File: src/design/mab_pkg.sv
// Purpose: shared constants for the alu / bit-op decoder and its file ram
// Assumes: 14-bit instruction words, 8-bit data, 128-byte register file
// Notes:   opcodes are matched on the top bits of the word
package mab_pkg;

  // ******************************************************************
  // widths and field positions
  // ******************************************************************
  localparam int INSTR_W   = 14;
  localparam int DATA_W    = 8;
  localparam int ADDR_W    = 7;
  localparam int DEST_POS  = 7;   // destination select bit
  localparam int BPOS_LSB  = 7;   // bit position field low bit
  localparam int BPOS_W    = 3;
  localparam int NIB_W     = 4;
  localparam int PAGE_HI   = 9;   // pc bit loaded from status bit 5
  localparam int PAGE_LO   = 8;   // pc bit cleared by a short call
  localparam int SIMM_W    = 8;   // short call immediate
  localparam int GIMM_W    = 9;   // short jump immediate
  localparam int LIMM_W    = 11;  // long call / jump immediate

  // ******************************************************************
  // opcode patterns, each matched on the top bits of the word
  // ******************************************************************
  localparam logic [5:0] OPC_ADC   = 6'h1C;  // 01 1100
  localparam logic [5:0] OPC_SBC   = 6'h1D;  // 01 1101
  localparam logic [6:0] OPC_CMP   = 7'h3D;  // 01 1110 1
  localparam logic [5:0] OPC_CALLS = 6'h19;  // 01 1001
  localparam logic [4:0] OPC_GOTOS = 5'h0D;  // 01 101
  localparam logic [3:0] OPC_BCLR  = 4'hB;   // 10 11
  localparam logic [3:0] OPC_BSET  = 4'hA;   // 10 10
  localparam logic [3:0] OPC_BTSC  = 4'h9;   // 10 01
  localparam logic [3:0] OPC_BTSS  = 4'h8;   // 10 00
  localparam logic [2:0] OPC_LONG_CALL = 3'h6;   // 11 0
  localparam logic [2:0] OPC_LONG_JUMP = 3'h7;   // 11 1

  // ******************************************************************
  // reset values
  // ******************************************************************
  localparam logic [DATA_W-1:0]  WORK_RST  = 8'h00;
  localparam logic [INSTR_W-1:0] INSTR_RST = 14'h0000;

  // ******************************************************************
  // decoded operations and instruction-cycle phases
  // ******************************************************************
  typedef enum logic [3:0] {
    OP_NOP, OP_ADC, OP_SBC, OP_CMP, OP_BCLR, OP_BSET, OP_BTSC, OP_BTSS,
    OP_CALLS, OP_GOTOS, OP_LONG_CALL, OP_LONG_JUMP
  } mab_op_t;

  typedef enum logic {PH_READ, PH_EXEC} mab_phase_t;

endpackage : mab_pkg

File: src/design/mab_rf_if.sv
// Purpose: carrier between the decoder core and its register-file ram
// Assumes: one port, read data registered one clock after the address
// Notes:   write and read share the address
`timescale 1ns/10ps
interface mab_rf_if;
  logic [mab_pkg::ADDR_W-1:0] addr;
  logic                       we;
  logic [mab_pkg::DATA_W-1:0] wdata;
  logic [mab_pkg::DATA_W-1:0] rdata;

  modport core (output addr, output we, output wdata, input rdata);
  modport mem  (input addr, input we, input wdata, output rdata);
endinterface : mab_rf_if

File: src/design/mab_file_ram.sv
// Purpose: 128 x 8 file register ram with registered read data
// Assumes: single clock, synchronous active-high reset
// Notes:   contents are not cleared by reset, only the read register
`timescale 1ns/10ps
module mab_file_ram #(
  parameter int DEPTH = 128
) (
  // clock and reset
  input  wire logic i_clk,
  input  wire logic i_sys_rst,
  // core side
  mab_rf_if.mem     rf
);

  logic [mab_pkg::DATA_W-1:0] mem_reg [DEPTH];
  logic [mab_pkg::DATA_W-1:0] rdata_reg;

  // ******************************************************************
  // storage: read-before-write on one port, old data returned
  // ******************************************************************
  always_ff @(posedge i_clk)
  begin
    if (rf.we)
    begin
      mem_reg[rf.addr] <= rf.wdata;
    end
  end

  // read register keeps the ram a plain block-ram template
  always_ff @(posedge i_clk)
  begin
    if (i_sys_rst)
    begin
      rdata_reg <= mab_pkg::WORK_RST;
    end
    else
    begin
      rdata_reg <= mem_reg[rf.addr];
    end
  end

  assign rf.rdata = rdata_reg;

endmodule : mab_file_ram

File: src/design/mab_core.sv
// Purpose: decode and run carry arithmetic, bit ops, calls and jumps
// Assumes: program memory answers o_pc with i_instr in the same clock
// Notes:   one instruction cycle is two clocks: read then execute
`timescale 1ns/10ps

// What this block does
// - 01 1100 d r decodes as add with carry, flags carry/half/zero.
// - 01 1101 d r: register minus work minus borrow, updates three flags.
// - skip-if-clear skips next word when tested bit is zero.
// - skip-if-set skips next word when bit is one; flags untouched.
// - destination bit zero: result to work register, file untouched.
// - destination bit one: result written back into the file register.
// - add sums work, file register and carry; address 0 to 127.
// - short call pushes pc+1, loads 8-bit immediate, two cycles.
// - short call copies status bit five to pc bit nine, clears eight.
module mab_core #(
  parameter int PC_W = 11
) (
  // clock and reset
  input  wire logic              i_clk,
  input  wire logic              i_sys_rst,
  // program memory
  input  wire logic [13:0]       i_instr,
  output logic      [PC_W-1:0]   o_pc,
  // status bit 5 from the status register
  input  wire logic              i_page_bit,
  // return stack push
  output logic                   o_push,
  output logic      [PC_W-1:0]   o_push_addr,
  // processor state
  output logic      [7:0]        o_work,
  output logic                   o_carry,
  output logic                   o_half_carry,
  output logic                   o_zero,
  output logic                   o_cycle_done,
  output logic                   o_discard
);

  mab_rf_if rf ();

  mab_file_ram #(.DEPTH(128)) u_ram (
    .i_clk     (i_clk),
    .i_sys_rst (i_sys_rst),
    .rf        (rf.mem)
  );

  // ******************************************************************
  // decode, shared by the execute logic and the checks
  // ******************************************************************
  function automatic mab_pkg::mab_op_t decode_op(
    input logic [mab_pkg::INSTR_W-1:0] w);
    mab_pkg::mab_op_t op;
    op = mab_pkg::OP_NOP;
    if (w[13:8] == mab_pkg::OPC_ADC)        op = mab_pkg::OP_ADC;
    else if (w[13:8] == mab_pkg::OPC_SBC)   op = mab_pkg::OP_SBC;
    else if (w[13:7] == mab_pkg::OPC_CMP)   op = mab_pkg::OP_CMP;
    else if (w[13:8] == mab_pkg::OPC_CALLS) op = mab_pkg::OP_CALLS;
    else if (w[13:9] == mab_pkg::OPC_GOTOS) op = mab_pkg::OP_GOTOS;
    else if (w[13:10] == mab_pkg::OPC_BCLR) op = mab_pkg::OP_BCLR;
    else if (w[13:10] == mab_pkg::OPC_BSET) op = mab_pkg::OP_BSET;
    else if (w[13:10] == mab_pkg::OPC_BTSC) op = mab_pkg::OP_BTSC;
    else if (w[13:10] == mab_pkg::OPC_BTSS) op = mab_pkg::OP_BTSS;
    else if (w[13:11] == mab_pkg::OPC_LONG_CALL) op = mab_pkg::OP_LONG_CALL;
    else if (w[13:11] == mab_pkg::OPC_LONG_JUMP) op = mab_pkg::OP_LONG_JUMP;
    return op;
  endfunction : decode_op

  // ******************************************************************
  // state
  // ******************************************************************
  mab_pkg::mab_phase_t         phase_reg,   phase_next;
  logic [13:0]                 instr_reg,   instr_next;
  logic [PC_W-1:0]             pc_reg,      pc_next;
  logic [7:0]                  work_reg,    work_next;
  logic                        carry_reg,   carry_next;
  logic                        half_reg,    half_next;
  logic                        zero_reg,    zero_next;
  logic                        discard_reg, discard_next;

  // execute-phase working values
  mab_pkg::mab_op_t            op;
  logic [7:0]                  fr;
  logic [7:0]                  b_op;
  logic                        cin;
  logic [8:0]                  sum9;
  logic [4:0]                  nib5;
  logic [7:0]                  alu_res;
  logic [7:0]                  mask;
  logic                        tbit;
  logic                        dest_file;
  logic                        exec;

  assign exec      = (phase_reg == mab_pkg::PH_EXEC) && !discard_reg;
  assign op        = exec ? decode_op(instr_reg) : mab_pkg::OP_NOP;
  assign fr        = rf.rdata;
  assign dest_file = instr_reg[mab_pkg::DEST_POS];
  assign mask      = 8'h01 << instr_reg[mab_pkg::BPOS_LSB +: mab_pkg::BPOS_W];
  assign tbit      = |(fr & mask);

  // ******************************************************************
  // alu: subtract is register plus inverted work plus carry (no borrow)
  // ******************************************************************
  always_comb
  begin
    b_op = (op == mab_pkg::OP_ADC) ? work_reg : ~work_reg;
    cin  = (op == mab_pkg::OP_CMP) ? 1'b1 : carry_reg;
    sum9 = {1'b0, fr} + {1'b0, b_op} + {8'h00, cin};
    nib5 = {1'b0, fr[3:0]} + {1'b0, b_op[3:0]} + {4'h0, cin};
    alu_res = sum9[7:0];
  end

  // ******************************************************************
  // next state: ram access, flags, destination, pc and skip
  // ******************************************************************
  always_comb
  begin
    phase_next   = phase_reg;
    instr_next   = instr_reg;
    pc_next      = pc_reg;
    work_next    = work_reg;
    carry_next   = carry_reg;
    half_next    = half_reg;
    zero_next    = zero_reg;
    discard_next = discard_reg;
    rf.addr      = instr_reg[mab_pkg::ADDR_W-1:0];
    rf.we        = 1'b0;
    rf.wdata     = alu_res;
    o_push       = 1'b0;
    if (phase_reg == mab_pkg::PH_READ)
    begin
      // address the operand so read data lands for the execute clock
      rf.addr    = i_instr[mab_pkg::ADDR_W-1:0];
      instr_next = i_instr;
      phase_next = mab_pkg::PH_EXEC;
    end
    else
    begin
      phase_next   = mab_pkg::PH_READ;
      pc_next      = pc_reg + PC_W'(1);
      discard_next = 1'b0;       // a discarded slot never chains
      unique case (op)
        mab_pkg::OP_ADC, mab_pkg::OP_SBC:
        begin
          carry_next = sum9[8];
          half_next  = nib5[4];
          zero_next  = (alu_res == 8'h00);
          if (dest_file)
          begin
            rf.we = 1'b1;
          end
          else
          begin
            work_next = alu_res;
          end
        end
        mab_pkg::OP_CMP:
        begin
          carry_next = sum9[8];
          zero_next  = (alu_res == 8'h00);
        end
        mab_pkg::OP_BCLR:
        begin
          rf.we    = 1'b1;
          rf.wdata = fr & ~mask;
        end
        mab_pkg::OP_BSET:
        begin
          rf.we    = 1'b1;
          rf.wdata = fr | mask;
        end
        mab_pkg::OP_BTSC: discard_next = !tbit;
        mab_pkg::OP_BTSS: discard_next = tbit;
        mab_pkg::OP_CALLS:
        begin
          o_push       = 1'b1;
          pc_next      = PC_W'(instr_reg[mab_pkg::SIMM_W-1:0]);
          pc_next[mab_pkg::PAGE_HI] = i_page_bit;
          pc_next[mab_pkg::PAGE_LO] = 1'b0;
          discard_next = 1'b1;
        end
        mab_pkg::OP_GOTOS:
        begin
          pc_next      = PC_W'(instr_reg[mab_pkg::GIMM_W-1:0]);
          pc_next[mab_pkg::PAGE_HI] = i_page_bit;
          discard_next = 1'b1;
        end
        mab_pkg::OP_LONG_CALL:
        begin
          o_push       = 1'b1;
          pc_next      = PC_W'(instr_reg[mab_pkg::LIMM_W-1:0]);
          discard_next = 1'b1;
        end
        mab_pkg::OP_LONG_JUMP:
        begin
          pc_next      = PC_W'(instr_reg[mab_pkg::LIMM_W-1:0]);
          discard_next = 1'b1;
        end
        mab_pkg::OP_NOP: ;
      endcase
    end
  end

  // ******************************************************************
  // registers
  // ******************************************************************
  always_ff @(posedge i_clk)
  begin
    if (i_sys_rst)
    begin
      phase_reg   <= mab_pkg::PH_READ;
      instr_reg   <= mab_pkg::INSTR_RST;
      pc_reg      <= '0;
      work_reg    <= mab_pkg::WORK_RST;
      carry_reg   <= 1'b0;
      half_reg    <= 1'b0;
      zero_reg    <= 1'b0;
      discard_reg <= 1'b0;
    end
    else
    begin
      phase_reg   <= phase_next;
      instr_reg   <= instr_next;
      pc_reg      <= pc_next;
      work_reg    <= work_next;
      carry_reg   <= carry_next;
      half_reg    <= half_next;
      zero_reg    <= zero_next;
      discard_reg <= discard_next;
    end
  end

  // outputs straight from flops except the push pair, which is combinational from op and pc_reg
  assign o_pc         = pc_reg;
  assign o_push_addr  = pc_reg + PC_W'(1);
  assign o_work       = work_reg;
  assign o_carry      = carry_reg;
  assign o_half_carry = half_reg;
  assign o_zero       = zero_reg;
  assign o_cycle_done = (phase_reg == mab_pkg::PH_EXEC);
  assign o_discard    = discard_reg;
endmodule : mab_core

File: config.mk
export PLATFORM = sky130hd
export DESIGN_NAME = mab_core
export DESIGN_NICKNAME = d
export VERILOG_FILES = /design/src/design/mab_pkg.sv /design/src/design/mab_rf_if.sv /design/src/design/mab_file_ram.sv /design/src/design/mab_core.sv
export SDC_FILE = /design/constraint.sdc
export NUM_CORES = 1
export LEC_CHECK = 0
export BUFFER_PORTS_ARGS = -buffer_cell sky130_fd_sc_hd__buf_2
export CORE_ASPECT_RATIO = 1.25
export CORE_MARGIN = 3
export CORE_UTILIZATION = 49
export DETAILED_ROUTE_END_ITERATION = 10
export GPL_ROUTABILITY_DRIVEN = 0
export MAX_ROUTING_LAYER = met4
export SETUP_SLACK_MARGIN = 0.2
export SYNTH_ARGS = -nofsm -noshare
export SYNTH_HDL_FRONTEND = slang
export SYNTH_SLANG_ARGS = --single-unit
File: constraint.sdc
create_clock -name i_clk -period 22.2 [get_ports i_clk]
set_input_delay 4.44 -clock i_clk [delete_from_list [all_inputs] [get_ports i_clk]]
set_output_delay 4.44 -clock i_clk [all_outputs]
set_load 0.01 [all_outputs]
==> results.json, run 1 <==
{
  "outcome": "completed",
  "worst_pin_slew_ns": 1.294,
  "power_w": 0.004831,
  "num_vias": 24360,
  "synth.distinct_cells": 61,
  "start_util": 0.4968,
  "cp_cell_sequence": "buf_2 > or2_2 > o32ai_4 > buf_4 > buf_4 > nand2_4 > nor2_1",
  "fmax_mhz": 128.5,
  "grt_antenna_before_repair": 0,
  "cp-start-kind": "input pin",
  "synth.top_cell.area_share": 0.7563,
  "cts_setup_buffers": 0,
  "cp_max_fo": 62,
  "placed_area_mm2": 0.04214,
  "grt_overflow_total": 0,
  "detailed_place_hpwl_um": 66190,
  "sequentialPowerShare": 0.521,
  "power_density_mw_per_mm2": 106.4,
  "syn_area_mm2": 0.04066,
  "slowest_delay_ns": 0.77,
  "setup_viol": 0,
  "wirelength_um": 116900,
  "crit_arrival_ns": 8.07,
  "grt_pass1_vias": 23480,
  "path_delay_family": "simple AND/OR/NAND/NOR gates",
  "critical_path_class": "in2reg",
  "core_region_area_mm2": 0.08183,
  "grt_pass1_wl_um": 169100,
  "cts_buffer_depth": 3,
  "yosys.cell_count.top_type": "edfxtp_1",
  "layout_min_cycle_time_ns": 7.780,
  "period_share": 0.3505,
  "critPathCaptureType": "flop",
  "synth_edf_count": 1024,
  "numCtsBuffers": 98,
  "syn_nets": 2504,
  "drc": 0,
  "clkLatencyLatePin_ns": 0.67,
  "swShare": 0.2614,
  "synth_ff_type": "edfxtp_1",
  "cts_resized": 0,
  "synth_top_area_cell": "edfxtp_1",
  "drive_above_1_share": 0.1138,
  "ant_nets": 0,
  "drt_iter0_drc": 3219,
  "die_w_um": 263.6,
  "fillers": 6235,
  "setup_tns_ns": 0,
  "netlist_instances": 2477,
  "first_pass_iters": 6,
  "h-tree-depth": 3,
  "yosysSeqAreaShare": 0.7790,
  "hold_buffers": 0,
  "fin_cells": 3664,
  "cts_tree": "built",
  "critPathMostFrequentCell": "buf_4",
  "grt_max_degree": 121,
  "slew_violations": 0,
  "dieArea_mm2": 0.08649,
  "yosys-top-cells-count": "1024 x edfxtp_1, 428 x a22oi_1, 169 x nor2_1",
  "p_clk_frac": 0.356,
  "yosys_warnings": 0,
  "clock_sinks": 1070,
  "nets": 2540,
  "leakage_nw": 13.59,
  "switchingPower_w": 0.001263,
  "vias_per_cell": 6.647,
  "path_buf_inv": 3,
  "gr-usage-all-layers": 0.2753,
  "cp_slowest_cell": "buf_4",
  "required_ns": 22.49,
  "die_height_um": 328.1,
  "ioPinCount": 53,
  "clkTransAtPathRegs_ns": 0.07,
  "dp.cells": 3484,
  "yosys_register_bits": 1070,
  "pwr-share-comb": 0.123,
  "fp-row-count": 117,
  "fin_area_mm2": 0.04539,
  "portBuffers": 52,
  "final-hold-violation-count": 0,
  "slew_headroom": 0.1262,
  "synth_area_leaders": "edfxtp_1 76%, a22oi_1 7.9%, dfxtp_1 2.3%",
  "fin_skew_ns": 0.02342,
  "antennaDiodeCount": 0,
  "syn_avg_cell_area_um2": 16.41,
  "max_cap_violations": 0,
  "rsz0062_at_grt": "false",
  "ir_worst_vdd_mv": 0.08808,
  "synthArstFlopShare": 0,
  "p_int_w": 0.003568,
  "cts-root-buf": "clkbuf_16",
  "area_growth_pct": 11.63,
  "wl_per_cell_um": 31.90,
  "hold_class": "reg2reg",
  "largest_reg_flops": 1024
}
-- cells in the final DEF (no fill, tap or decap), types with 7 or more instances in the layout --
master / count
and3_1: 7
nor3_1: 7
clkbuf_1: 17
nand2_1: 136
clkinv_2: 15
nor2b_1: 12
bufinv_16: 13
xor2_1: 7
buf_4: 46
mux2i_1: 29
o21ai_0: 17
ha_1: 8
edfxtp_1: 1024
buf_2: 52
a21oi_1: 71
dfxtp_1: 45
nor2_1: 169
nand2_4: 8
a41oi_1: 97
xnor2_1: 15
a221oi_1: 40
a31oi_1: 39
clkinv_1: 14
a22oi_1: 427
o41ai_1: 15
nand2b_1: 17
clkinvlp_4: 8
inv_1: 14
nand3_1: 9
clkbuf_16: 98
nor4_1: 7
-- layer usage --
layer  vias to the layer above  part of all wire  GRT usage
met5                         -                 0          -
met3                       191             0.088    0.04150
met1                     12610              0.39     0.3684
met2                      1372              0.49     0.4372
met4                         0             0.034    0.09233
li1                      10190                 -          -
-- cell type report --
class	instances	area, um^2	share of cell area
Timing Repair Buffer	102	685.7	0.01511
Tap cell	1071	1340	0.02953
Clock buffer	116	2530	0.05574
Inverter	14	52.55	0.001158
Clock inverter	64	719.4	0.01585
Sequential cell	1070	31670	0.6978
Multi-Input combinational cell	1227	8387	0.1848
-- worst paths after layout --
kind / startpoint / end / slack [ns] / cells past startpoint
min reg2reg: o_pc[9]$_SDFFE_PP0P_ / o_pc[9]$_SDFFE_PP0P_ / 0.52 / 2
max reg2reg: instr_reg[7]$_SDFFE_PP0N_ / u_ram.mem_reg[18][6]$_DFFE_PP_ / 15.43 / 18
max: i_instr[2] / u_ram.mem_reg[122][6]$_DFFE_PP_ / 14.42 / 7
min: o_pc[9]$_SDFFE_PP0P_ / o_pc[9]$_SDFFE_PP0P_ / 0.52 / 2
-- stage by stage --
stage | hold slack (ns) | setup slack, ns | util
after floorplan | 0.4850 | 14.57 | -
after global placement | 0.4812 | 13.66 | 0.5147
after detailed placement | 0.5112 | 13.80 | 0.5149
after CTS | 0.5191 | 14.50 | 0.5546
after global routing | 0.5529 | 14.30 | 0.5546
final | 0.5185 | 14.42 | 0.5546
-- kinds of logic (layout without fill, tap and decap cells) --
family                     count (synthesis)  after routing  share of synthesized area
adders and majority gates                 10             10                   0.003447
DFF                                     1070           1070                     0.7790
muxes                                     36             36                   0.008986
xor gates and xnor gates                  22             22                   0.004739
buffers and inverters                    180            296                    0.02071
AOI/OAI and AO/OA                        767            767                     0.1406
and+or+nand+nor                          392            392                    0.04253
-- worst reg2reg max path: stages (launching register included) --
cell and delay, ns:
dfxtp_1 0.64, inv_1 0.26, a211o_1 0.31, a31oi_1 0.80, nor2b_1 0.25, and2_1 0.45
xor2_1 0.15, fa_1 0.45, fa_1 0.45, inv_1 0.07, a21oi_1 0.06, o21bai_1 0.25
a21o_1 0.17, a21oi_1 0.10, xnor2_1 0.27, nand2_1 0.14, o21ai_4 0.08, buf_4 0.69
buf_4 0.79
-- power by group through the flow --
stage               combinational [W]  sequential, W  clock [W]
detailed placement           0.000595        0.00256          0
global placement             0.000582        0.00256          0
floorplan                    0.000274        0.00265          0
finish                       0.000595        0.00252    0.00172
CTS                          0.000594        0.00251    0.00174
global route                 0.000630        0.00252    0.00182
No activity file was read; power rests on OpenSTA's default activity.
==> run 2: changes to the inputs <==
--- a/config.mk
+++ b/config.mk
@@ -5,6 +5,7 @@
 export SDC_FILE = /design/constraint.sdc
 export NUM_CORES = 1
 export LEC_CHECK = 0
+export ABC_AREA = 1
 export BUFFER_PORTS_ARGS = -buffer_cell sky130_fd_sc_hd__buf_2
 export CORE_ASPECT_RATIO = 1.25
 export CORE_MARGIN = 3
@@ -12,6 +13,7 @@
 export DETAILED_ROUTE_END_ITERATION = 10
 export GPL_ROUTABILITY_DRIVEN = 0
 export MAX_ROUTING_LAYER = met4
+export PLACE_DENSITY = 0.67
 export SETUP_SLACK_MARGIN = 0.2
 export SYNTH_ARGS = -nofsm -noshare
 export SYNTH_HDL_FRONTEND = slang
==> constraint.sdc (replaced) <==
create_clock -name i_clk -period 6.8 [get_ports i_clk]
set_input_delay 1.36 -clock i_clk [delete_from_list [all_inputs] [get_ports i_clk]]
set_output_delay 1.36 -clock i_clk [all_outputs]
set_load 0.01 [all_outputs]
==> run 2 against run 1 <==
Compared with the run above: clock power rose to 3.2 times the previous value; clock skew about the same; hold slack worse by 0.034 ns; cell count rose by 65%; setup slack got worse by 13 ns; sequential cell count unchanged; die area rose by 14%; critical path type is now reg2reg; critical endpoint is now u_ram.mem_reg[68][4]$_DFFE_PP_.
==> results.json, run 2 <==
{
  "clkLatencyLatePin_ns": 0.67,
  "syn_nets": 4812,
  "fin_util": 0.5456,
  "die_height_um": 350.8,
  "grt_overflow_total": 0,
  "core_region_area_mm2": 0.09368,
  "leakage_nw": 21.13,
  "fin_cells": 6040,
  "final_common_cell": "nand2_1",
  "cp.depth": 18,
  "whs_ns": 0.4848,
  "clkTransAtPathRegs_ns": 0.07,
  "grt_antenna_before_repair": 0,
  "netlist_instances": 4785,
  "period_share": 0.7300,
  "required_ns": 7.27,
  "numCtsBuffers": 99,
  "portBuffers": 52,
  "grt_max_degree": 129,
  "hold-path-cell-count": 2,
  "fillers": 8043,
  "path_delay_family": "simple AND/OR/NAND/NOR gates",
  "syn_area_mm2": 0.04662,
  "final-hold-violation-count": 0,
  "dieArea_mm2": 0.09889,
  "cts_setup_buffers": 0,
  "drc": 0,
  "yosys_warnings": 0,
  "path_buf_inv": 4,
  "ant_nets": 0,
  "start_util": 0.4976,
  "power_density_mw_per_mm2": 324.8,
  "gr-usage-all-layers": 0.2561,
  "setup_viol": 0,
  "critPathMostFrequentCell": "nand3_1",
  "cp_max_fo": 80,
  "cts_resized": 0,
  "wirelength_um": 122800,
  "setup_ws_ns": 1.836,
  "yosys.cell_count.top_type": "nand2_1",
  "synth_top_area_cell": "edfxtp_1",
  "drive_above_1_share": 0.05980,
  "cp-start-kind": "flop",
  "first_pass_iters": 7,
  "place_ws_ns": 1.892,
  "detailed_place_hpwl_um": 70970,
  "critical_path_class": "reg2reg",
  "synth_ff_type": "edfxtp_1",
  "rsz0062_at_grt": "false",
  "synthArstFlopShare": 0,
  "final_cell_mix": "2836 x nand2_1, 1024 x edfxtp_1, 208 x nor2_1",
  "yosys_register_bits": 1070,
  "worst_r2r_path_depth": 18,
  "yosysSeqAreaShare": 0.6794,
  "vias_per_cell": 5.389,
  "hold_buffers": 0,
  "grt_pass1_wl_um": 187500,
  "syn_avg_cell_area_um2": 9.742,
  "slowest_delay_ns": 0.70,
  "power_w": 0.01660,
  "layout_min_cycle_time_ns": 4.964,
  "cts_tree": "built",
  "synth.distinct_cells": 41,
  "ir_worst_vdd_mv": 0.3549,
  "largest_reg_flops": 1024,
  "max_cap_violations": 0,
  "dp.cells": 5854,
  "slew_violations": 0,
  "outcome": "completed",
  "cts_buffer_depth": 3,
  "h-tree-depth": 3,
  "cp_cell_sequence": "nor2_1 > nand3_1 > nand3_1 > nand2_2 > inv_2 > nor2_4 > inv_2 > nor3_4 > xor2_1 > fa_1 > fa_1 > inv_1 > nand3_1 > nand3_1 > xor2_1 > nand2_1 > nand2_4 > buf_4",
  "synth_edf_count": 1024,
  "fp-row-count": 125,
  "num_vias": 32550,
  "wl_per_cell_um": 20.34,
  "worst_pin_slew_ns": 1.011,
  "nets": 4776,
  "yosys-top-cells-count": "2840 x nand2_1, 1024 x edfxtp_1, 210 x nor2_1",
  "ioPinCount": 53,
  "cp_slowest_cell": "nand2_4",
  "drt_iter0_drc": 3325,
  "slew_headroom": 0.3257,
  "fmax_mhz": 201.4,
  "synth_area_leaders": "edfxtp_1 66%, nand2_1 23%, dfxtp_1 2.0%",
  "crit_arrival_ns": 5.43,
  "cts-root-buf": "clkbuf_16",
  "area_growth_pct": 9.655,
  "hold_class": "reg2reg",
  "die_w_um": 281.9,
  "synth.top_cell.area_share": 0.6596,
  "critPathCaptureType": "flop",
  "clock_sinks": 1070,
  "fin_skew_ns": 0.02326,
  "grt_pass1_vias": 31470
}
run 2: layer usage:
| metal | track usage | up-vias | part of all wire |
|---|---|---|---|
| met4 | 0.1139 | 0 | 0.044 |
| met2 | 0.4161 | 1263 | 0.48 |
| met5 | - | - | 0 |
| met3 | 0.03757 | 261 | 0.072 |
| li1 | - | 15460 | - |
| met1 | 0.3207 | 15570 | 0.40 |
run 2: path summary, 6_finish.rpt:
check / startpoint / endpoint / slack [ns]
worst max-delay path: instr_reg[9]$_SDFFE_PP0N_ / u_ram.mem_reg[68][4]$_DFFE_PP_ / 1.84
worst min-delay path: o_half_carry$_SDFFE_PP0P_ / o_half_carry$_SDFFE_PP0P_ / 0.48
worst max register to register: instr_reg[9]$_SDFFE_PP0N_ / u_ram.mem_reg[68][4]$_DFFE_PP_ / 1.84
worst min register to register: o_half_carry$_SDFFE_PP0P_ / o_half_carry$_SDFFE_PP0P_ / 0.48
run 2: worst register-to-register path, stage by stage (launching register included):
cell,delay [ns]
dfxtp_1,0.48
nor2_1,0.11
nand3_1,0.09
nand3_1,0.08
nand2_2,0.17
inv_2,0.17
nor2_4,0.18
inv_2,0.07
nor3_4,0.46
xor2_1,0.18
fa_1,0.45
fa_1,0.44
inv_1,0.07
nand3_1,0.06
nand3_1,0.13
xor2_1,0.29
nand2_1,0.15
nand2_4,0.70
buf_4,0.48
run 2: power breakdown:
part | switching (W) | internal [W]
Sequential | 0.0000337 | 0.00831
Combinational | 0.00228 | 0.000479
Clock | 0.00240 | 0.00310
run 2: area by class of cell:
| cell class | instances | area [um^2] | share of cell area |
|---|---|---|---|
| Clock inverter | 61 | 559.3 | 0.01094 |
| Inverter | 90 | 347.8 | 0.006805 |
| Clock buffer | 124 | 2614 | 0.05113 |
| Antenna cell | 1 | 2.502 | 0.00004895 |
| Sequential cell | 1070 | 31670 | 0.6196 |
| Multi-Input combinational cell | 3387 | 13620 | 0.2665 |
| Tap cell | 1206 | 1509 | 0.02952 |
| Timing Repair Buffer | 101 | 790.8 | 0.01547 |
run 2: cells by family (layout without fill, tap and decap cells):
logic type	after synthesis	in the layout	synth area share
compound gates	113	113	0.01334
xor+xnor	21	21	0.004107
fa+ha+maj	10	10	0.003006
buf+inv	328	376	0.03143
flops	1070	1070	0.6794
other cells	0	1	0
simple gates	3243	3243	0.2687
run 2: through the flow:
stage,cell area (um^2),TNS (ns)
after global placement,47940,0
after floorplan,46630,-27.51
final,51120,0
after detailed placement,47940,0
after CTS,51110,0
after global routing,51110,0
